==> src/watchdog_params.svh <==
// Offsets, field positions, reset values and timing counts of the watchdog
// How it works
// - Writing one to the enable bit turns the watchdog on and writing zero turns it off, within the guard rules.
// - A write that clears the enable bit is ignored unless the unlock bit currently reads one.
// - A zero written to the enable bit within four cycles of that unlock write disables the watchdog.
// - At safety level 2 no sequence of writes can stop the watchdog.
// - The three-bit selector picks 16K oscillator cycles for code 000, doubling per step to 2,048K.
// - At level 1 the watchdog starts off and a plain write of one to the enable bit turns it on.
// - At level 1 a timeout change or disable needs an unlock write then one write of enable and selector with unlock zero within four cycles.
// - At level 2 the watchdog always runs and the enable bit always reads one.
// - At level 2 a selector change needs the unlock write then a selector write with unlock zero within four cycles, its enable value ignored.
// - Hardware clears the unlock bit four cycles after it was written to one.
// - The fuse picks the level: unprogrammed gives level 1 starting off, programmed gives level 2 starting on.
// - A restart, a disable and a chip reset each return the timeout counter to zero.
// - An expired timeout without restart gives a reset pulse of one system clock cycle.
`ifndef WATCHDOG_PARAMS_SVH
`define WATCHDOG_PARAMS_SVH

`define WDOG_ADDR_W 12
`define WDOG_CTRL_OFFSET 12'h000
`define WDOG_RESTART_OFFSET 12'h004
`define WDOG_STATUS_OFFSET 12'h008
`define WDOG_MASK_OFFSET 12'h00C
`define WDOG_COUNT_OFFSET 12'h010
`define WDOG_LEVEL_OFFSET 12'h014

`define WDOG_SEL_RESET 3'h0
`define WDOG_MASK_RESET 3'h0

`define WDOG_EV_EXPIRED 0
`define WDOG_EV_LAPSED 1
`define WDOG_EV_REFUSED 2

`define WDOG_LVL_LEVEL2_BIT 0
`define WDOG_LVL_LIVE_BIT 1

`define WDOG_UNLOCK_CYCLES 3'h4
`define WDOG_PCLK_HZ 40000000
`define WDOG_OSC_HZ 1000000
`define WDOG_OSC_DIV (`WDOG_PCLK_HZ / `WDOG_OSC_HZ)
`define WDOG_DIV_W 6
`define WDOG_BASE_OSC_CYCLES 16384
`define WDOG_CNT_W 22

`endif

==> src/watchdog_pkg.sv <==
// Types shared by the watchdog files
package watchdog_pkg;

  typedef struct packed {
    logic [2:0] rsvd;
    logic change_unlock_bit;
    logic watchdog_on_bit;
    logic [2:0] timeout_select;
  } control_t;

  typedef struct packed {
    logic refused;
    logic lapsed;
    logic expired;
  } events_t;

  typedef enum logic [1:0] {
    BOOT_FILL,
    BOOT_SETTLE,
    BOOT_TAKE,
    BOOT_LIVE
  } boot_state_t;

endpackage : watchdog_pkg

==> src/bit_sync.sv <==
// Two-stage synchroniser for a level from outside the clock domain
`timescale 1ns/1ps
module bit_sync (
  input wire logic clk,
  input wire logic rst_n,
  input wire logic async_in,
  output logic sync_out
);
  logic meta_q;

  // First stage feeds only the second stage
  always_ff @(posedge clk or negedge rst_n) begin
    if (!rst_n) begin
      meta_q <= 1'b0;
      sync_out <= 1'b0;
    end else begin
      meta_q <= async_in;
      sync_out <= meta_q;
    end
  end
endmodule : bit_sync

==> src/timeout_counter.sv <==
// Watchdog timeout counter running on oscillator tick enables
`timescale 1ns/1ps
`include "watchdog_params.svh"
module timeout_counter (
  input wire logic clk,
  input wire logic rst_n,
  input wire logic tick,
  input wire logic clear,
  input wire logic [`WDOG_CNT_W-1:0] limit,
  output logic [`WDOG_CNT_W-1:0] count,
  output logic expire
);
  logic at_end;

  assign at_end = (count >= limit - `WDOG_CNT_W'(1));

  always_ff @(posedge clk or negedge rst_n) begin
    if (!rst_n) begin
      count <= '0;
      expire <= 1'b0;
    end else begin
      expire <= 1'b0;
      if (clear) begin
        count <= '0;
      end else if (tick) begin
        if (at_end) begin
          count <= '0;
          expire <= 1'b1;
        end else begin
          count <= count + `WDOG_CNT_W'(1);
        end
      end
    end
  end
endmodule : timeout_counter

==> src/watchdog_timed_config.sv <==
// Watchdog control register, timed unlock sequence and timeout reset
`timescale 1ns/1ps
`include "watchdog_params.svh"
module watchdog_timed_config #(
  parameter int unsigned BASE_OSC_CYCLES = `WDOG_BASE_OSC_CYCLES
) (
  input wire logic pclk,
  input wire logic presetn,
  input wire logic [`WDOG_ADDR_W-1:0] paddr,
  input wire logic psel,
  input wire logic penable,
  input wire logic pwrite,
  input wire logic [31:0] pwdata,
  output logic [31:0] prdata,
  output logic pready,
  output logic pslverr,
  input wire logic safety_level_fuse,
  output logic chip_reset_pulse,
  output logic irq,
  output logic watchdog_running
);

  // Boot capture of the fuse
  watchdog_pkg::boot_state_t boot_q;
  watchdog_pkg::boot_state_t boot_d;
  logic fuse_sync;
  logic level2_q;
  logic live;
  logic take_level;

  // Control state
  logic on_q;
  logic [2:0] sel_q;
  logic unlock_q;
  logic [2:0] win_q;
  logic on_eff;

  // Bus decode
  logic setup_rd;
  logic access;
  logic wr;
  logic rd_done;
  logic hit_ctrl;
  logic hit_restart;
  logic hit_status;
  logic hit_mask;
  logic hit_count;
  logic hit_level;
  logic mapped;
  watchdog_pkg::control_t wr_ctrl;
  watchdog_pkg::control_t rd_ctrl;
  logic [31:0] rd_mux;

  // Write classification
  logic ctrl_wr;
  logic unlock_wr;
  logic protected_wr;
  logic plain_wr;
  logic on_set_wr;
  logic clear_refused;
  logic sel_refused;
  logic window_end;

  // Counter and events
  logic [`WDOG_DIV_W-1:0] div_q;
  logic osc_tick;
  logic restart_wr;
  logic cnt_clear;
  logic expire;
  logic [`WDOG_CNT_W-1:0] count;
  logic [`WDOG_CNT_W-1:0] limit;
  watchdog_pkg::events_t status_q;
  watchdog_pkg::events_t mask_q;
  watchdog_pkg::events_t ev;
  logic status_rd;

  bit_sync u_fuse_sync (
    .clk(pclk),
    .rst_n(presetn),
    .async_in(safety_level_fuse),
    .sync_out(fuse_sync)
  );

  // Fuse level is sampled once the synchroniser has settled after release
  always_comb begin
    boot_d = boot_q;
    case (boot_q)
      watchdog_pkg::BOOT_FILL: begin
        boot_d = watchdog_pkg::BOOT_SETTLE;
      end
      watchdog_pkg::BOOT_SETTLE: begin
        boot_d = watchdog_pkg::BOOT_TAKE;
      end
      watchdog_pkg::BOOT_TAKE: begin
        boot_d = watchdog_pkg::BOOT_LIVE;
      end
      watchdog_pkg::BOOT_LIVE: begin
        boot_d = watchdog_pkg::BOOT_LIVE;
      end
      default: begin
        boot_d = watchdog_pkg::BOOT_FILL;
      end
    endcase
  end

  assign take_level = (boot_q == watchdog_pkg::BOOT_TAKE);
  assign live = (boot_q == watchdog_pkg::BOOT_LIVE);

  always_ff @(posedge pclk or negedge presetn) begin
    if (!presetn) begin
      boot_q <= watchdog_pkg::BOOT_FILL;
    end else begin
      boot_q <= boot_d;
    end
  end

  always_ff @(posedge pclk or negedge presetn) begin
    if (!presetn) begin
      level2_q <= 1'b0;
    end else if (take_level) begin
      level2_q <= fuse_sync;
    end
  end

  // APB decode; the bus is held off until the fuse level is known
  assign pready = live;
  assign setup_rd = psel & ~penable & ~pwrite;
  assign access = psel & penable & live;
  assign wr = access & pwrite & mapped;
  assign rd_done = access & ~pwrite;
  assign hit_ctrl = (paddr == `WDOG_CTRL_OFFSET);
  assign hit_restart = (paddr == `WDOG_RESTART_OFFSET);
  assign hit_status = (paddr == `WDOG_STATUS_OFFSET);
  assign hit_mask = (paddr == `WDOG_MASK_OFFSET);
  assign hit_count = (paddr == `WDOG_COUNT_OFFSET);
  assign hit_level = (paddr == `WDOG_LEVEL_OFFSET);
  assign mapped = hit_ctrl | hit_restart | hit_status | hit_mask | hit_count | hit_level;
  assign pslverr = access & ~mapped;
  assign wr_ctrl = watchdog_pkg::control_t'(pwdata[7:0]);

  // Write classification against the unlock window
  assign ctrl_wr = wr & hit_ctrl;
  assign unlock_wr = ctrl_wr & wr_ctrl.change_unlock_bit & wr_ctrl.watchdog_on_bit;
  assign protected_wr = ctrl_wr & ~wr_ctrl.change_unlock_bit & unlock_q;
  assign plain_wr = ctrl_wr & ~unlock_wr & ~protected_wr;
  assign on_set_wr = ctrl_wr & wr_ctrl.watchdog_on_bit;
  assign clear_refused = plain_wr & ~wr_ctrl.watchdog_on_bit & on_eff;
  assign sel_refused = plain_wr & (wr_ctrl.timeout_select != sel_q);
  assign window_end = unlock_q & (win_q == 3'h1) & ~protected_wr;

  // Level 2 forces the enable high everywhere it is seen
  assign on_eff = on_q | level2_q;

  always_ff @(posedge pclk or negedge presetn) begin
    if (!presetn) begin
      on_q <= 1'b0;
    end else if (take_level) begin
      on_q <= fuse_sync;
    end else if (protected_wr) begin
      on_q <= wr_ctrl.watchdog_on_bit | level2_q;
    end else if (on_set_wr) begin
      on_q <= 1'b1;
    end
  end

  always_ff @(posedge pclk or negedge presetn) begin
    if (!presetn) begin
      sel_q <= `WDOG_SEL_RESET;
    end else if (protected_wr) begin
      sel_q <= wr_ctrl.timeout_select;
    end
  end

  // Unlock window: four system cycles after the unlock write
  always_ff @(posedge pclk or negedge presetn) begin
    if (!presetn) begin
      unlock_q <= 1'b0;
      win_q <= 3'h0;
    end else if (unlock_wr) begin
      unlock_q <= 1'b1;
      win_q <= `WDOG_UNLOCK_CYCLES;
    end else if (protected_wr) begin
      unlock_q <= 1'b0;
      win_q <= 3'h0;
    end else if (unlock_q) begin
      win_q <= win_q - 3'h1;
      unlock_q <= (win_q != 3'h1);
    end
  end

  // Oscillator tick derived from the system clock
  assign osc_tick = (div_q == `WDOG_DIV_W'(`WDOG_OSC_DIV - 1));

  always_ff @(posedge pclk or negedge presetn) begin
    if (!presetn) begin
      div_q <= '0;
    end else if (osc_tick) begin
      div_q <= '0;
    end else begin
      div_q <= div_q + `WDOG_DIV_W'(1);
    end
  end

  // Timeout length doubles with each selector step
  assign limit = `WDOG_CNT_W'(BASE_OSC_CYCLES) << sel_q;
  assign restart_wr = wr & hit_restart;
  assign cnt_clear = restart_wr | ~on_eff | ~live;

  timeout_counter u_timeout (
    .clk(pclk),
    .rst_n(presetn),
    .tick(osc_tick),
    .clear(cnt_clear),
    .limit(limit),
    .count(count),
    .expire(expire)
  );

  // Pulse comes straight from the counter flop, one cycle wide
  assign chip_reset_pulse = expire;
  assign watchdog_running = on_eff & live;

  // Sticky events; a new event wins over the read that clears
  // Only bits the read returned are cleared, so a late event is not lost
  assign ev.expired = expire;
  assign ev.lapsed = window_end;
  assign ev.refused = clear_refused | sel_refused;
  assign status_rd = rd_done & hit_status;

  always_ff @(posedge pclk or negedge presetn) begin
    if (!presetn) begin
      status_q <= '0;
    end else if (status_rd) begin
      status_q <= (status_q & ~watchdog_pkg::events_t'(prdata[2:0])) | ev;
    end else begin
      status_q <= status_q | ev;
    end
  end

  always_ff @(posedge pclk or negedge presetn) begin
    if (!presetn) begin
      mask_q <= `WDOG_MASK_RESET;
    end else if (wr & hit_mask) begin
      mask_q <= watchdog_pkg::events_t'(pwdata[2:0]);
    end
  end

  assign irq = |(status_q & mask_q);

  // Read view of the control register
  assign rd_ctrl.rsvd = 3'h0;
  assign rd_ctrl.change_unlock_bit = unlock_q;
  assign rd_ctrl.watchdog_on_bit = on_eff;
  assign rd_ctrl.timeout_select = sel_q;

  always_comb begin
    rd_mux = 32'h0;
    if (hit_ctrl) begin
      rd_mux = {24'h0, rd_ctrl};
    end else if (hit_status) begin
      rd_mux = {29'h0, status_q};
    end else if (hit_mask) begin
      rd_mux = {29'h0, mask_q};
    end else if (hit_count) begin
      rd_mux = {10'h0, count};
    end else if (hit_level) begin
      rd_mux[`WDOG_LVL_LEVEL2_BIT] = level2_q;
      rd_mux[`WDOG_LVL_LIVE_BIT] = live;
      rd_mux[4:2] = win_q;
    end
  end

  // Read data is captured in the setup cycle so it leaves a flop
  always_ff @(posedge pclk or negedge presetn) begin
    if (!presetn) begin
      prdata <= 32'h0;
    end else if (setup_rd) begin
      prdata <= rd_mux;
    end
  end

endmodule : watchdog_timed_config

==> config.mk <==
export PLATFORM = sky130hd
export DESIGN_NAME = watchdog_timed_config
export DESIGN_NICKNAME = d
export VERILOG_FILES = /design/src/watchdog_pkg.sv /design/src/bit_sync.sv /design/src/timeout_counter.sv /design/src/watchdog_timed_config.sv
export VERILOG_INCLUDE_DIRS = /design/src
export SDC_FILE = /design/constraint.sdc
export NUM_CORES = 1
export LEC_CHECK = 0
export BUFFER_PORTS_ARGS = -buffer_cell sky130_fd_sc_hd__clkbuf_2
export CORE_MARGIN = 1
export CORE_UTILIZATION = 50
export CTS_CLUSTER_DIAMETER = 200
export DETAILED_ROUTE_END_ITERATION = 6
export MAX_ROUTING_LAYER = met4
export PLACE_DENSITY = 0.8
export SLEW_MARGIN = 20
export SYNTH_ARGS = -nofsm -noshare
export SYNTH_HDL_FRONTEND = slang
export SYNTH_SLANG_ARGS = --single-unit
==> constraint.sdc <==
create_clock -name pclk -period 2.6 [get_ports pclk]
set_clock_uncertainty 0.1 [all_clocks]
set_input_delay 0.52 -clock pclk [delete_from_list [all_inputs] [get_ports pclk]]
set_output_delay 0.52 -clock pclk [all_outputs]
set_load 0.02 [all_outputs]
Yosys cells after proc, flatten, opt, wreduce, memory -nomap -nowiden
Cells that the tools add are included.
Word-level totals
  register bits after elaboration: 80
  bits of input ports: 50
  output and inout bits: 37
  logic and storage cells: 116
Operators by class
  add/sub/neg operators: 4
  order comparisons: 1
  equal/unequal tests: 12
  shifts and indexed selects: 1
  multiplexer cells: 24
  bitwise logic cells: 49
  reduce and logical (&&, ||, !) cells: 7
Operators with widths (number)
  22-bit two-way mux: 6
  1-bit AND: 25
  12-bit by 4-bit equality test with 1-bit output, second input constant: 2
  12-bit by 5-bit equality test with 1-bit output, second input constant: 2
  22-bit by 1-bit adder with 22-bit output, second input constant: 1
  22-bit >= comparator: 1
  15-bit by 3-bit << shifter with 22-bit output, first input constant: 1
  22-bit by 1-bit subtractor with 22-bit output, second input constant: 1
  17-bit two-way mux: 1
  12-bit by 3-bit equality test with 1-bit output, second input constant: 1
  12-bit logical NOT: 1
  3-bit two-way mux: 4
  5-bit two-way mux: 2
  1-bit OR: 10
  1-bit two-way mux: 9
  1-bit inverter: 9
  6-bit by 1-bit adder with 6-bit output, second input constant: 1
  3-bit AND: 2
  6-bit equality test, second input constant: 1
  6-bit two-way mux: 1
  3-bit OR: 2
  2-bit case mux with 3 select lines: 1
  3-bit nonzero test: 2
  2-bit equality test, second input constant: 2
  other kinds (10): 10

Longest topological paths before layout
Gate-level depths: netlist of the first run.
  depth after elaboration: 18
  mapped depth: 9
  mapped depth without buffers: 7

Cells and area by module
From an unflattened synthesis of the first run, not the netlist that was laid out.
Unflattened totals
  cell total of the unflattened synthesis: 468
  area total of the unflattened synthesis: 4499.3 µm²
Modules (own cells, without submodules)
  watchdog_timed_config: instances 1, cells each 219, area each 2362.3 µm², sequential area each 1126.1 µm²
  timeout_counter: instances 1, cells each 247, area each 2087.0 µm², sequential area each 575.6 µm²
  bit_sync: instances 1, cells each 2, area each 50.0 µm², sequential area each 50.0 µm²

Worst setup path before layout of the first run
No wires, ideal clock.
  path kind: input to register
  start: input port paddr[7]
  end: register sel_q[0]
  library setup time: 0.125 ns
  arrival: 2.007 ns
  required time: 2.375 ns
  setup slack: 0.368 ns
  stages: 6
  buffers on the path: 1
  cells stage by stage: nor4_4 > nand4_2 > or2_1 > buf_6 > nor3_4 > mux2_2
Between the ends
  longest elaborated chain between the ends: 10
  elaborated cells between the ends (all ways): 15
  those cells by class: 5 x eq/ne; 9 x bitwise; 1 x reduce/logical
Ends and longest elaborated chain
  from (decl): RTL line watchdog_timed_config.sv:9  | input wire logic [`WDOG_ADDR_W-1:0] paddr,
  12-bit by 3-bit equality test with 1-bit output (no line) / 12-bit logical NOT (equally long branches)
  1-bit OR (5 in series): RTL line watchdog_timed_config.sv:137  | assign mapped = hit_ctrl | hit_restart | hit_status | hit_mask | hit_count | hit_level;
  1-bit AND: RTL line watchdog_timed_config.sv:129  | assign wr = access & pwrite & mapped;
  1-bit AND (*): RTL line watchdog_timed_config.sv:142  | assign ctrl_wr = wr & hit_ctrl;
  1-bit AND (*) (2 in series): RTL line watchdog_timed_config.sv:144  | assign protected_wr = ctrl_wr & ~wr_ctrl.change_unlock_bit & unlock_q;
  to (signal assigned): RTL line watchdog_timed_config.sv:168  | sel_q <= `WDOG_SEL_RESET;
  to (signal assigned): RTL line watchdog_timed_config.sv:170  | sel_q <= wr_ctrl.timeout_select;
  to (decl): RTL line watchdog_timed_config.sv:33  | logic [2:0] sel_q;
Every way passes the cells marked *; elsewhere a longest branch is shown, timed or not.
A chain may end at the register's enable or synchronous reset.

Worst setup path in the final report of the first run
  start: register u_timeout.count[0]
  end: register u_timeout.count[7]
Between the ends
  longest elaborated chain between the ends: 4
  elaborated cells between the ends (all ways): 5
  those cells by class: 1 x add/sub; 1 x order compare; 3 x mux
Ends and longest elaborated chain
  from (decl): RTL line timeout_counter.sv:10  | output logic [`WDOG_CNT_W-1:0] count,
  from (signal assigned): RTL line timeout_counter.sv:30  | count <= count + `WDOG_CNT_W'(1);
  22-bit by 1-bit adder with 22-bit output / 22-bit >= comparator (equally long branches): RTL line timeout_counter.sv:30, timeout_counter.sv:15
  22-bit two-way mux (*): RTL line timeout_counter.sv:26  | if (at_end) begin
  22-bit two-way mux (*): RTL line timeout_counter.sv:25  | end else if (tick) begin
  22-bit two-way mux (*): RTL line timeout_counter.sv:23  | if (clear) begin
Every way passes the cells marked *; elsewhere a longest branch is shown, timed or not. The select of a mux whose other input is x is not followed.

==> reports/qor.tcl, run 1 <==
set qor(clock_insertion_delay_worst_skew_ns) 0.36
set qor(dp_hpwl_um) 6870
set qor(postRouteAntennaNets) 0
set qor(run_status) {finished clean}
set qor(timing.setup.tns_ns) 0
set qor(comb_power_share_pct) 7.6
set qor(path_max_fanout) 11
set qor(grt_setup_unrepaired) {false}
set qor(yosys-top-cells-area) {sky130_fd_sc_hd__dfrtp_1 43%, sky130_fd_sc_hd__nand3_1 4.2%, sky130_fd_sc_hd__ha_1 3.7%}
set qor(crit_path_max_incr_delay_ns) 0.44
set qor(synth_edf_count) 0
set qor(fin_nets) 537
set qor(syn_inst) 416
set qor(synth.yosys.seq_area_share_pct) 43.4
set qor(endpoint_kind) {flip-flop}
set qor(finish.utilization_pct) 59.9
set qor(power_switching_w) 0.000556
set qor(cellPowerDensity_nw_per_um2) 468
set qor(first_global_vias) 3432
set qor(die_span_y_um) 91.8
set qor(cts-resized-gates) 0
set qor(initial_utilization_pct) 51.9
set qor(p_leak_nw) 2.15
set qor(design.core.area_um2) 7770
set qor(seq_power_share_pct) 51.1
set qor(routedWlPerCell_um) 16.6
set qor(regToRegStartpoint) {u_timeout.count[0]}
set qor(maximum_level_of_the_cts_h_tree) 3
set qor(most_frequent_cp_cell) {sky130_fd_sc_hd__and4_1}
set qor(slew_headroom_pct) 58.9
set qor(r2r_setup_slk_ns) 0.11
set qor(avgViaCountPerCell) 6.05
set qor(grt_start_max_net_pins) 71
set qor(synth_top_area_cell) {sky130_fd_sc_hd__dfrtp_1}
set qor(seq_area_um2) 1750
set qor(worst_ep_required_time_ns) 2.77
set qor(worstRegToRegCells) 7
set qor(fillers) 671
set qor(critical_path_arrival_ns) 2.66
set qor(tritoncts_clock_tree) {yes}
set qor(asyncSetResetFlopFracSynth_pct) 100
set qor(period_needed_ns) 2.49
set qor(grt_first_pass_wirelength_um) 16300
set qor(timing.rr.end) {u_timeout.count[7]}
set qor(design.portCount) 87
set qor(cp_slowest_cell) {sky130_fd_sc_hd__dfrtp_1}
set qor(cts-hold-fix-buffers) 0
set qor(clock-sinks) 70
set qor(drive_gt1_share_pct) 24.2
set qor(clock_path_buffers) 2
set qor(cell_internal_pwr_w) 0.00162
set qor(place.gp.congestion) 0.909
set qor(fmax_mhz) 402
set qor(post-route-drc-count) 0
set qor(cts_setup_buffers) 0
set qor(final-setup-viol-count) 0
set qor(fin_total_pwr_w) 0.00218
set qor(synth-main-ff-cell) {sky130_fd_sc_hd__dfrtp_1}
set qor(clock-root-buffer) {sky130_fd_sc_hd__clkbuf_8}
set qor(path_clk_slew_ns) 0.08
set qor(route.final.wire_length_um) 9660
set qor(buffer_ports.inserted) 49
set qor(netlist.area_leader.share_pct) 43.4
set qor(number_of_iterations_in_the_first_detailed_routing_pass) 4
set qor(grt-ovfl-total) 0
set qor(crit_start) {u_timeout.count[0]}
set qor(synth_cell_type_count) 67
set qor(fin_crit_sh_pct) 95.6
set qor(cts_inserted_buffers) 9
set qor(critical_path.endpoint) {u_timeout.count[7]}
set qor(min_path_type) {input port to async pin}
set qor(antenna_found_initial) 0
set qor(multi_input_area_um2) 2070
set qor(placement_rows) 32
set qor(final-max-slew-violation-count) 0
set qor(route.vias.total) 3522
set qor(netSwitchingFraction_pct) 25.5
set qor(netlist_area_before_placement_um2) 4040
set qor(synth_seq_cells) 70
set qor(areaGrowthSynthToFinish_pct) 15.3
set qor(postSynthAreaPerCell_um2) 9.70
set qor(dieWidth_um) 91.8
set qor(setup.worst_path.class) {flip-flop to flip-flop}
set qor(cap_viol_max_count) 0
set qor(die_area_um2) 8430
set qor(vdd_ir_drop_max_mv) 0.273
set qor(worstPathCellList) {ha_1 -> and4_1 -> and4_1 -> a211oi_2 -> buf_4 -> nand3_1 -> o211ai_1}
set qor(clk_network_pwr_share_pct) 41.3
set qor(number_of_antenna_cells_inserted) 0
set qor(slew_worst_pin_ns) 0.616
set qor(grtUsageTotal_pct) 25.4
set qor(timing.final.hold_violations) 0
set qor(drt_iter0_drc) 266
set qor(cp-start-kind) {flip-flop}
set qor(ys.warnings.count) 0
==> power by group through the flow <==
| stage | Clock [W] | Combinational, W | Sequential (W) |
|---|---|---|---|
| detailed placement | 0 | 0.000164 | 0.00113 |
| finish | 0.000899 | 0.000164 | 0.00111 |
| floorplan | 0 | 0.0000836 | 0.00114 |
| global placement | 0 | 0.000161 | 0.00113 |
| CTS | 0.000908 | 0.000165 | 0.00111 |
| global route | 0.000963 | 0.000181 | 0.00112 |
==> worst min path at each step <==
stage,startpoint,end,slack (ns)
after floorplan,presetn,boot_q[0],0.12
after global placement,u_fuse_sync.meta_q,u_fuse_sync.sync_out,0.24
after detailed placement,u_fuse_sync.meta_q,u_fuse_sync.sync_out,0.25
after CTS,presetn,u_timeout.count[15],0.09
after global routing,presetn,prdata[13],0.11
final,presetn,prdata[12],0.07
==> cell type report <==
cell class,instances,area share (%)
Timing Repair Buffer,73,9.68
Clock buffer,10,2.96
Tap cell,102,2.74
Sequential cell,70,37.6
Multi-Input combinational cell,307,44.5
Clock inverter,6,1.32
Inverter,14,1.13
==> critical path: cells and delay by family (launching register included) <==
kind	cells	cell delay, ns
AO/OA/AOI/OAI	2	0.57
adder cells (fa/ha/maj)	1	0.26
buffers and inverters	1	0.26
flip-flops	1	0.44
AND/OR/NAND/NOR	3	0.78
==> cells in the final DEF (no fill, tap or decap), types with 5 or more instances in the layout <==
| cell type | synthesis | routed |
|---|---|---|
| sky130_fd_sc_hd__o21a_1 | 5 | 5 |
| sky130_fd_sc_hd__dfrtp_1 | 70 | 70 |
| sky130_fd_sc_hd__mux2_2 | 6 | 6 |
| sky130_fd_sc_hd__nand3_1 | 34 | 34 |
| sky130_fd_sc_hd__nor2_1 | 25 | 25 |
| sky130_fd_sc_hd__and2_1 | 7 | 7 |
| sky130_fd_sc_hd__o2111ai_1 | 12 | 12 |
| sky130_fd_sc_hd__nand2_1 | 28 | 28 |
| sky130_fd_sc_hd__clkbuf_2 | 0 | 48 |
| sky130_fd_sc_hd__nor3_1 | 13 | 13 |
| sky130_fd_sc_hd__nor2b_1 | 6 | 6 |
| sky130_fd_sc_hd__o21ai_0 | 12 | 12 |
| sky130_fd_sc_hd__and4_1 | 5 | 5 |
| sky130_fd_sc_hd__conb_1 | 2 | 11 |
| sky130_fd_sc_hd__a21oi_1 | 10 | 10 |
| sky130_fd_sc_hd__ha_1 | 12 | 12 |
| sky130_fd_sc_hd__clkbuf_8 | 0 | 10 |
| sky130_fd_sc_hd__nand4_1 | 19 | 19 |
| sky130_fd_sc_hd__a22o_1 | 17 | 17 |
| sky130_fd_sc_hd__o211ai_1 | 7 | 7 |
| sky130_fd_sc_hd__a31oi_1 | 5 | 5 |
| sky130_fd_sc_hd__buf_4 | 11 | 22 |
| sky130_fd_sc_hd__inv_1 | 14 | 14 |
==> cells in the mapped netlist (3+ instances only) <==
cell type,instances
sky130_fd_sc_hd__o211ai_1,7
sky130_fd_sc_hd__nand4b_1,3
sky130_fd_sc_hd__and2_2,3
sky130_fd_sc_hd__xnor2_1,4
sky130_fd_sc_hd__nor4_1,3
sky130_fd_sc_hd__nand4_1,19
sky130_fd_sc_hd__o21ai_0,12
sky130_fd_sc_hd__a22o_1,17
sky130_fd_sc_hd__o2111ai_1,12
sky130_fd_sc_hd__buf_2,7
sky130_fd_sc_hd__nor3_1,13
sky130_fd_sc_hd__nand2b_1,4
sky130_fd_sc_hd__ha_1,12
sky130_fd_sc_hd__inv_1,14
sky130_fd_sc_hd__nand3_1,34
sky130_fd_sc_hd__and4_1,5
sky130_fd_sc_hd__buf_4,11
sky130_fd_sc_hd__nor2b_1,6
sky130_fd_sc_hd__and3_1,4
sky130_fd_sc_hd__a31oi_1,5
sky130_fd_sc_hd__nor2_1,25
sky130_fd_sc_hd__o21a_1,5
sky130_fd_sc_hd__o221ai_1,4
sky130_fd_sc_hd__dfrtp_1,70
sky130_fd_sc_hd__mux2i_1,4
sky130_fd_sc_hd__o31ai_1,3
sky130_fd_sc_hd__clkbuf_1,13
sky130_fd_sc_hd__and2_1,7
sky130_fd_sc_hd__mux2_2,6
sky130_fd_sc_hd__a21oi_1,10
sky130_fd_sc_hd__nand2_1,28
==> cell families after synthesis <==
kind of cell    synth area share (%)
xor+xnor                        1.30
buf+inv                         6.08
compound gates                  17.0
flops                           43.4
mux                             2.67
fa+ha+maj                       3.72
simple gates                    25.6
other cells                    0.186
==> state kept, by name, indices dropped and copies added (netlist names) <==
name,cells
unlock_q,1
prdata,22
level2_q,1
win_q,3
div_q,6
u_timeout.count,22
on_q,1
boot_q,2
u_timeout.expire,1
status_q,3
sel_q,3
u_fuse_sync.meta_q,1
mask_q,3
u_fuse_sync.sync_out,1
==> per-layer routing <==
metal | track usage [%] | share of wire (%)
met1 | 33.0 | 44
met2 | 38.5 | 48
met3 | 5.14 | 5.5
met4 | 11.6 | 2.0
met5 | - | 0
==> stage by stage <==
stage	std cells	instance area [um^2]	setup WS (ns)	hold slack, ns
2_1_floorplan	425	4070	0.368	0.124
3_3_place_gp	566	4450	0.204	0.237
3_5_place_dp	566	4450	0.175	0.248
4_1_cts	582	4650	0.161	0.0925
5_1_grt	582	4650	0.00338	0.111
6_report	582	4650	0.114	0.0740
Note: power is estimated with default switching activity, not from simulation.
==> run 2, diff against run 1 <==
Settings changed: PLACE_DENSITY 0.8 to 0.79, SKIP_LAST_GASP set to 1, SYNTH_HIERARCHICAL set to 1.
==> reports/qor.tcl, run 2 <==
set qor(synth-main-ff-cell) {sky130_fd_sc_hd__dfrtp_1}
set qor(final-max-slew-violation-count) 0 ;# unchanged
set qor(syn_inst) 468 ;# +13%
set qor(route.vias.total) 4218 ;# +20%
set qor(critPathTopFamily) {simple AND/OR/NAND/NOR gates}
set qor(regToRegStartpoint) {sel_q[2]}
set qor(timing.rr.end) {u_timeout/count[16]}
set qor(die_area_um2) 9380 ;# +11%
set qor(reg_top3) {prdata: 22 flops, u_timeout/count: 22 flops, div_q: 6 flops}
set qor(clock_insertion_delay_worst_skew_ns) 0.35 ;# about the same
set qor(post_place_cell_area_um2) 5310 ;# +19%
set qor(postSynthAreaPerCell_um2) 9.61 ;# -0.89%
set qor(clock-root-buffer) {sky130_fd_sc_hd__clkbuf_8}
set qor(fin_nets) 688 ;# +28%
set qor(grt-ovfl-total) 0 ;# unchanged
set qor(synth.yosys.seq_area_share_pct) 38.9 ;# -4.5 points
set qor(slew_headroom_pct) 59.3 ;# +0.37 points
set qor(buffer_ports.inserted) 49 ;# unchanged
set qor(cap_viol_max_count) 0 ;# unchanged
set qor(postRouteAntennaNets) 0 ;# unchanged
set qor(areaGrowthSynthToFinish_pct) 28.3
set qor(synth_adder_area_share_pct) 7.51 ;# +3.8 points
set qor(slew_worst_pin_ns) 0.602 ;# -0.0140 ns
set qor(path_max_fanout) 6 ;# -5
set qor(netlist.area_leader.share_pct) 38.9 ;# -4.5 points
set qor(tritoncts_clock_tree) {yes}
set qor(place.gp.congestion) 0.893 ;# -1.7%
set qor(routedWlPerCell_um) 16.3 ;# -1.5%
set qor(grtUsageTotal_pct) 25.3 ;# -0.096 points
set qor(finish.utilization_pct) 66.2 ;# +6.3 points
set qor(mostFrequentLayoutCell) {sky130_fd_sc_hd__dfrtp_1}
set qor(grt_setup_unrepaired) {true}
set qor(placement_rows) 34 ;# +6.3%
set qor(fillers) 679 ;# +1.2%
set qor(synth-xor-area-share_pct) 5.06 ;# +3.8 points
set qor(grt_first_pass_wirelength_um) 18600 ;# +14%
set qor(worst_ep_required_time_ns) 2.80 ;# +0.03 ns
set qor(grt_start_max_net_pins) 47 ;# -34%
set qor(cp_slowest_cell) {sky130_fd_sc_hd__or4_4}
set qor(netlist_area_before_placement_um2) 4500 ;# +12%
set qor(main_combinational_cell_family_by_area_after_synthesis) {simple AND/OR/NAND/NOR gates}
set qor(first_global_vias) 3885 ;# +13%
set qor(critical_path_arrival_ns) 3.88 ;# +1.22 ns
set qor(worstPathCellList) {nor3_4 -> or4_4 -> nor2_4 -> nand2b_4 -> nor3_4 -> xnor2_1 -> ha_1 -> a21o_1 -> a21o_1 -> a222oi_1 -> o2111ai_2 -> buf_6 -> or4_4 -> nand3_1}
set qor(fin_crit_sh_pct) 142 ;# +46 points
set qor(post-route-drc-count) 0 ;# unchanged
set qor(synth_mux_area_share_pct) 3.89 ;# +1.2 points
set qor(dp_hpwl_um) 8220 ;# +20%
set qor(seq_area_um2) 1750 ;# +0.14%
set qor(endpoint_kind) {flip-flop}
set qor(synthTopCellsByCount) {70 x sky130_fd_sc_hd__dfrtp_1, 35 x sky130_fd_sc_hd__nand2_1, 31 x sky130_fd_sc_hd__nor2_1, 30 x sky130_fd_sc_hd__a22o_1}
set qor(synth_edf_count) 0 ;# unchanged
set qor(antenna_found_initial) 0 ;# unchanged
set qor(synth_cell_type_count) 60 ;# -10%
set qor(cts-hold-fix-buffers) 0 ;# unchanged
set qor(fmax_mhz) 271 ;# -33%
set qor(clock-sinks) 70 ;# unchanged
set qor(run_status) {finished, violations left}
set qor(layout_common_cells) {68 x sky130_fd_sc_hd__dfrtp_1, 58 x sky130_fd_sc_hd__conb_1, 48 x sky130_fd_sc_hd__clkbuf_2}
set qor(r2r_setup_slk_ns) -1.08 ;# -1.20 ns
set qor(final-setup-viol-count) 23 ;# +23
set qor(synth_top_area_cell) {sky130_fd_sc_hd__dfrtp_1}
set qor(yosys-top-cells-area) {sky130_fd_sc_hd__dfrtp_1 39%, sky130_fd_sc_hd__ha_1 7.5%, sky130_fd_sc_hd__a22o_1 5.8%}
set qor(cp-start-kind) {flip-flop}
set qor(synth_compound_gate_area_share_pct) 16.7 ;# -0.37 points
set qor(initial_utilization_pct) 51.6 ;# -0.36 points
set qor(synth-simple-area-share_pct) 23.4 ;# -2.2 points
set qor(clock_path_buffers) 2 ;# unchanged
set qor(dieWidth_um) 96.9 ;# +5.5%
set qor(p_leak_nw) 2.84 ;# +32%
set qor(cellPowerDensity_nw_per_um2) 400 ;# -15%
set qor(route.final.wire_length_um) 11800 ;# +22%
set qor(synth.most_common_cell) {sky130_fd_sc_hd__dfrtp_1}
set qor(asyncSetResetFlopFracSynth_pct) 100 ;# unchanged
set qor(min_path_type) {input port to async pin}
set qor(period_needed_ns) 3.68 ;# +1.20 ns
set qor(crit_path_max_incr_delay_ns) 0.54 ;# +0.10 ns
set qor(violated_checks) {setup timing}
set qor(setup.worst_path.class) {flip-flop to flip-flop}
set qor(number_of_antenna_cells_inserted) 0 ;# unchanged
set qor(ys.warnings.count) 6 ;# +6
set qor(design.portCount) 87 ;# unchanged
set qor(die_span_y_um) 96.9 ;# +5.5%
set qor(cts_inserted_buffers) 9 ;# unchanged
set qor(vdd_ir_drop_max_mv) 0.347 ;# +27%
set qor(final_cell_area_excluding_filler_cells_um2) 5770 ;# +24%
set qor(path_clk_slew_ns) 0.08 ;# about the same
set qor(synth_seq_cells) 70 ;# unchanged
set qor(number_of_iterations_in_the_first_detailed_routing_pass) 6 ;# +2
set qor(maximum_level_of_the_cts_h_tree) 3 ;# unchanged
set qor(worstRegToRegCells) 14 ;# +7
set qor(avgViaCountPerCell) 5.83 ;# -3.7%
set qor(timing.final.hold_violations) 0 ;# unchanged
set qor(multi_input_area_um2) 2930 ;# +41%
set qor(timing.final.ws_setup_ns) -1.08 ;# -1.20 ns
set qor(drt_iter0_drc) 302 ;# +14%
set qor(drive_gt1_share_pct) 28.2 ;# +4.1 points
set qor(timing.setup.tns_ns) -22.62 ;# -22.62 ns
set qor(crit_start) {sel_q[2]}
set qor(design.core.area_um2) 8720 ;# +12%
set qor(timing.critical_path.buf_inv) 1 ;# unchanged
==> run 2: kinds of logic after synthesis <==
logic type	after synthesis
buf+inv	40
flops	70
simple gates	188
compound gates	100
xor+xnor	26
mux	16
other cells	1
fa+ha+maj	27
==> run 2: how the worst max path moves through the flow <==
stage | slack [ns] | endpoint | cells after the start
after detailed placement | -1.15 | u_timeout/count[2] | 14
final | -1.08 | u_timeout/count[16] | 14
after CTS | -0.95 | u_timeout/count[16] | 14
after global routing | -1.20 | u_timeout/count[11] | 15
after floorplan | -0.96 | u_timeout/count[18] | 15
after global placement | -1.0 | u_timeout/count[4] | 14
==> run 2: metal layers <==
layer | vias to the layer above | part of all wire [%] | GRT usage [%]
li1 | 1970 | - | -
met1 | 2037 | 43 | 31.8
met2 | 184 | 49 | 40.5
met3 | 27 | 5.9 | 5.42
met4 | 0 | 2.2 | 8.84
met5 | - | 0 | -
==> run 2: stage by stage <==
stage	worst slack [ns]	power (W)	instances	hold slack, ns
2_1_floorplan	-0.955	0.00124	525	0.124
3_3_place_gp	-0.999	0.00130	696	0.237
3_5_place_dp	-1.15	0.00131	696	0.242
4_1_cts	-0.952	0.00231	721	0.0675
5_1_grt	-1.20	0.00239	724	0.0925
6_report	-1.08	0.00231	724	0.0620
==> run 2: worst reg2reg max path: cells and delay by family (launching register included) <==
kind            cells  cell delay, ns
compound gates      4            1.03
xor+xnor            1            0.10
fa+ha+maj           1            0.32
buf+inv             1            0.19
flops               1            0.45
simple gates        7            1.44
==> run 2: what timing repair did <==
item	4_1_cts	5_1_grt
gates resized for setup	25	20
pin swaps	13	22
endpoints found under the setup margin	23	23
buffers inserted	6	4
cloned	3	0
==> run 2: power by group <==
part / switching (W) / leakage, nW / internal, W
logic: 0.000130 / 1.78 / 0.0000801
clock network: 0.000457 / 0.114 / 0.000544
registers: 0.00000537 / 0.940 / 0.00109
total: 0.000593 / 2.84 / 0.00172
==> run 2: final cells by class <==
class | instances | area share [%]
multi-input cells | 416 | 50.7
flip-flops and latches | 70 | 30.4
repair buffers | 102 | 12.0
well taps | 108 | 2.34
clock buffers | 9 | 2.15
clock inverters | 7 | 1.67
inverters | 12 | 0.780
==> run 3, diff against run 2 <==
Settings changed: SKIP_CTS_REPAIR_TIMING set to 1.
Clock period 2.6 ns to 3.5 ns, I/O delays scaled along.
==> reports/qor.tcl, run 3 (synthesized netlist as in run 2, its figures left out) <==
set qor(run_status) {finished, violations left}
set qor(violated_checks) {setup timing}
set qor(layout_common_cells) {68 x sky130_fd_sc_hd__dfrtp_1, 58 x sky130_fd_sc_hd__conb_1, 48 x sky130_fd_sc_hd__clkbuf_2}
set qor(drt_iter0_drc) 308 ;# +2.0%
set qor(initial_utilization_pct) 51.6 ;# unchanged
set qor(clock_path_buffers) 2 ;# unchanged
set qor(fin_nets) 666 ;# -3.2%
set qor(route.vias.total) 4113 ;# -2.5%
set qor(grt_start_max_net_pins) 49 ;# +4.3%
set qor(mostFrequentLayoutCell) {sky130_fd_sc_hd__dfrtp_1}
set qor(routedWlPerCell_um) 16.2 ;# -0.75%
set qor(slew_headroom_pct) 41.2 ;# -18 points
set qor(cap_viol_max_count) 0 ;# unchanged
set qor(setup.worst_path.class) {flip-flop to flip-flop}
set qor(avgViaCountPerCell) 5.86 ;# +0.57%
set qor(antenna_found_initial) 0 ;# unchanged
set qor(die_area_um2) 9380 ;# unchanged
set qor(areaGrowthSynthToFinish_pct) 23.8
set qor(number_of_antenna_cells_inserted) 0 ;# unchanged
set qor(worst_ep_required_time_ns) 3.69 ;# +0.89 ns
set qor(final-max-slew-violation-count) 0 ;# unchanged
set qor(design.portCount) 87 ;# unchanged
set qor(cellPowerDensity_nw_per_um2) 306 ;# -23%
set qor(netSwitchingFraction_pct) 25.5 ;# -0.21 points
set qor(clock_insertion_delay_worst_skew_ns) 0.36 ;# about the same
set qor(min_path_type) {input port to async pin}
set qor(period_needed_ns) 3.75 ;# +0.0615 ns
set qor(path_max_fanout) 7 ;# +1
set qor(multi_input_area_um2) 2910 ;# -0.51%
set qor(dp_hpwl_um) 7940 ;# -3.4%
set qor(postRouteAntennaNets) 0 ;# unchanged
set qor(fillers) 713 ;# +5.0%
set qor(final-setup-viol-count) 22 ;# -4.3%
set qor(seq_area_um2) 1750 ;# unchanged
set qor(vdd_ir_drop_max_mv) 0.224 ;# -35%
set qor(reg_top3) {prdata: 22 flops, u_timeout/count: 22 flops, div_q: 6 flops}
set qor(number_of_iterations_in_the_first_detailed_routing_pass) 5 ;# -1
set qor(clock-root-buffer) {sky130_fd_sc_hd__clkbuf_8}
set qor(drive_gt1_share_pct) 24.2 ;# -4.0 points
set qor(route.final.wire_length_um) 11400 ;# -3.8%
set qor(final_cell_count_no_fill) 702 ;# -3.0%
set qor(seq_power_share_pct) 47.8 ;# +0.2 points
set qor(fmax_mhz) 267 ;# -1.6%
set qor(timing.final.ws_setup_ns) -0.246 ;# +0.838 ns
set qor(place.gp.congestion) 0.874 ;# -2.2%
set qor(power_switching_w) 0.000434 ;# -27%
set qor(maximum_level_of_the_cts_h_tree) 3 ;# unchanged
set qor(worstRegToRegCells) 16 ;# +2
set qor(endpoint_kind) {flip-flop}
set qor(cp-start-kind) {flip-flop}
set qor(grt_setup_unrepaired) {true}
set qor(clk_network_pwr_share_pct) 43.9 ;# +0.6 points
set qor(post-route-drc-count) 0 ;# unchanged
set qor(path_clk_slew_ns) 0.09 ;# about the same
set qor(grt_first_pass_wirelength_um) 18000 ;# -3.3%
set qor(fin_total_pwr_w) 0.00171 ;# -26%
set qor(dieWidth_um) 96.9 ;# unchanged
set qor(critical_path_arrival_ns) 3.94 ;# +0.06 ns
set qor(post-place-cells) 678 ;# -2.6%
set qor(slew_worst_pin_ns) 0.879 ;# +0.277 ns
set qor(timing.final.hold_violations) 0 ;# unchanged
set qor(grt-ovfl-total) 0 ;# unchanged
set qor(die_span_y_um) 96.9 ;# unchanged
set qor(fin_crit_sh_pct) 107 ;# -35 points
set qor(design.core.area_um2) 8720 ;# unchanged
set qor(cts_inserted_buffers) 9 ;# unchanged
set qor(placement_rows) 34 ;# unchanged
set qor(buffer_ports.inserted) 49 ;# unchanged
set qor(p_leak_nw) 2.72 ;# -4.0%
set qor(clock-sinks) 70 ;# unchanged
set qor(first_global_vias) 3880 ;# -0.13%
set qor(cell_internal_pwr_w) 0.00127 ;# -26%
set qor(grtUsageTotal_pct) 24.2 ;# -1.2 points
set qor(comb_power_share_pct) 8.3 ;# -0.8 points
set qor(tritoncts_clock_tree) {yes}
set qor(timing.setup.tns_ns) -3.49 ;# +19.13 ns
run 3: cell count changes in the layout (fill, tap and decap cells not counted), moves of 2 or more:
cell,previous run,this run
sky130_fd_sc_hd__o21ai_0,6,14
sky130_fd_sc_hd__o21ai_1,2,0
sky130_fd_sc_hd__o21ai_2,6,0
sky130_fd_sc_hd__buf_12,2,0
sky130_fd_sc_hd__buf_6,6,4
sky130_fd_sc_hd__buf_4,45,27
sky130_fd_sc_hd__clkinv_2,2,0
run 3: final cells by class:
class / count / area share (%)
clock buffers: 9 / 2.22
clock inverters: 7 / 1.89
inverters: 12 / 0.809
multi-input cells: 416 / 52.3
flip-flops and latches: 70 / 31.5
well taps: 108 / 2.43
repair buffers: 80 / 8.85
run 3: worst max-delay path, stage by stage (launching register included):
cell                        delay, ns
sky130_fd_sc_hd__dfrtp_1         0.43
sky130_fd_sc_hd__nor3b_4         0.18
sky130_fd_sc_hd__or4_4           0.44
sky130_fd_sc_hd__nor2_4          0.12
sky130_fd_sc_hd__buf_6           0.11
sky130_fd_sc_hd__nand2b_4        0.06
sky130_fd_sc_hd__nor3_4          0.16
sky130_fd_sc_hd__xnor2_2         0.15
sky130_fd_sc_hd__ha_1            0.28
sky130_fd_sc_hd__a21o_1          0.19
sky130_fd_sc_hd__a21o_1          0.15
sky130_fd_sc_hd__a222oi_1        0.34
sky130_fd_sc_hd__buf_4           0.19
sky130_fd_sc_hd__o2111ai_4       0.13
sky130_fd_sc_hd__buf_6           0.18
sky130_fd_sc_hd__or4_4           0.42
sky130_fd_sc_hd__nand3_2         0.08
run 3: through the flow:
stage	hold slack [ns]	util (%)	area [um^2]	setup slack, ns
after floorplan	0.231	-	4760	-0.0598
after global placement	0.235	58.9	5140	-0.213
after detailed placement	0.243	58.9	5140	-0.311
after CTS	0.264	61.5	5370	-0.356
after global routing	0.273	63.9	5570	-0.368
final	0.245	63.9	5570	-0.246
run 3: power groups by stage:
stage / sequential (W) / clock (W) / combinational (W)
floorplan: 0.000830 / 0 / 0.0000876
global placement: 0.000832 / 0 / 0.000124
detailed placement: 0.000832 / 0 / 0.000128
CTS: 0.000816 / 0.000761 / 0.000129
global route: 0.000816 / 0.000799 / 0.000158
finish: 0.000816 / 0.000749 / 0.000141
run 3: routing by layer:
| metal | GRT usage, % | share of wire (%) | vias up |
|---|---|---|---|
| li1 | - | - | 1926 |
| met1 | 30.3 | 43 | 1976 |
| met2 | 39.3 | 49 | 178 |
| met3 | 4.34 | 5.7 | 33 |
| met4 | 8.50 | 2.5 | 0 |
| met5 | - | 0 | - |
run 3: worst paths after layout:
check,from,end,slack (ns)
worst max-delay path,sel_q[0],u_timeout/count[18],-0.25
worst min-delay path,presetn,div_q[5],0.24
worst max register to register,sel_q[0],u_timeout/count[18],-0.25
worst min register to register,u_fuse_sync/meta_q,u_fuse_sync/sync_out,0.26
max in group asynchronous,presetn,u_timeout/count[13],2.43
min in group pclk,u_fuse_sync/meta_q,u_fuse_sync/sync_out,0.26
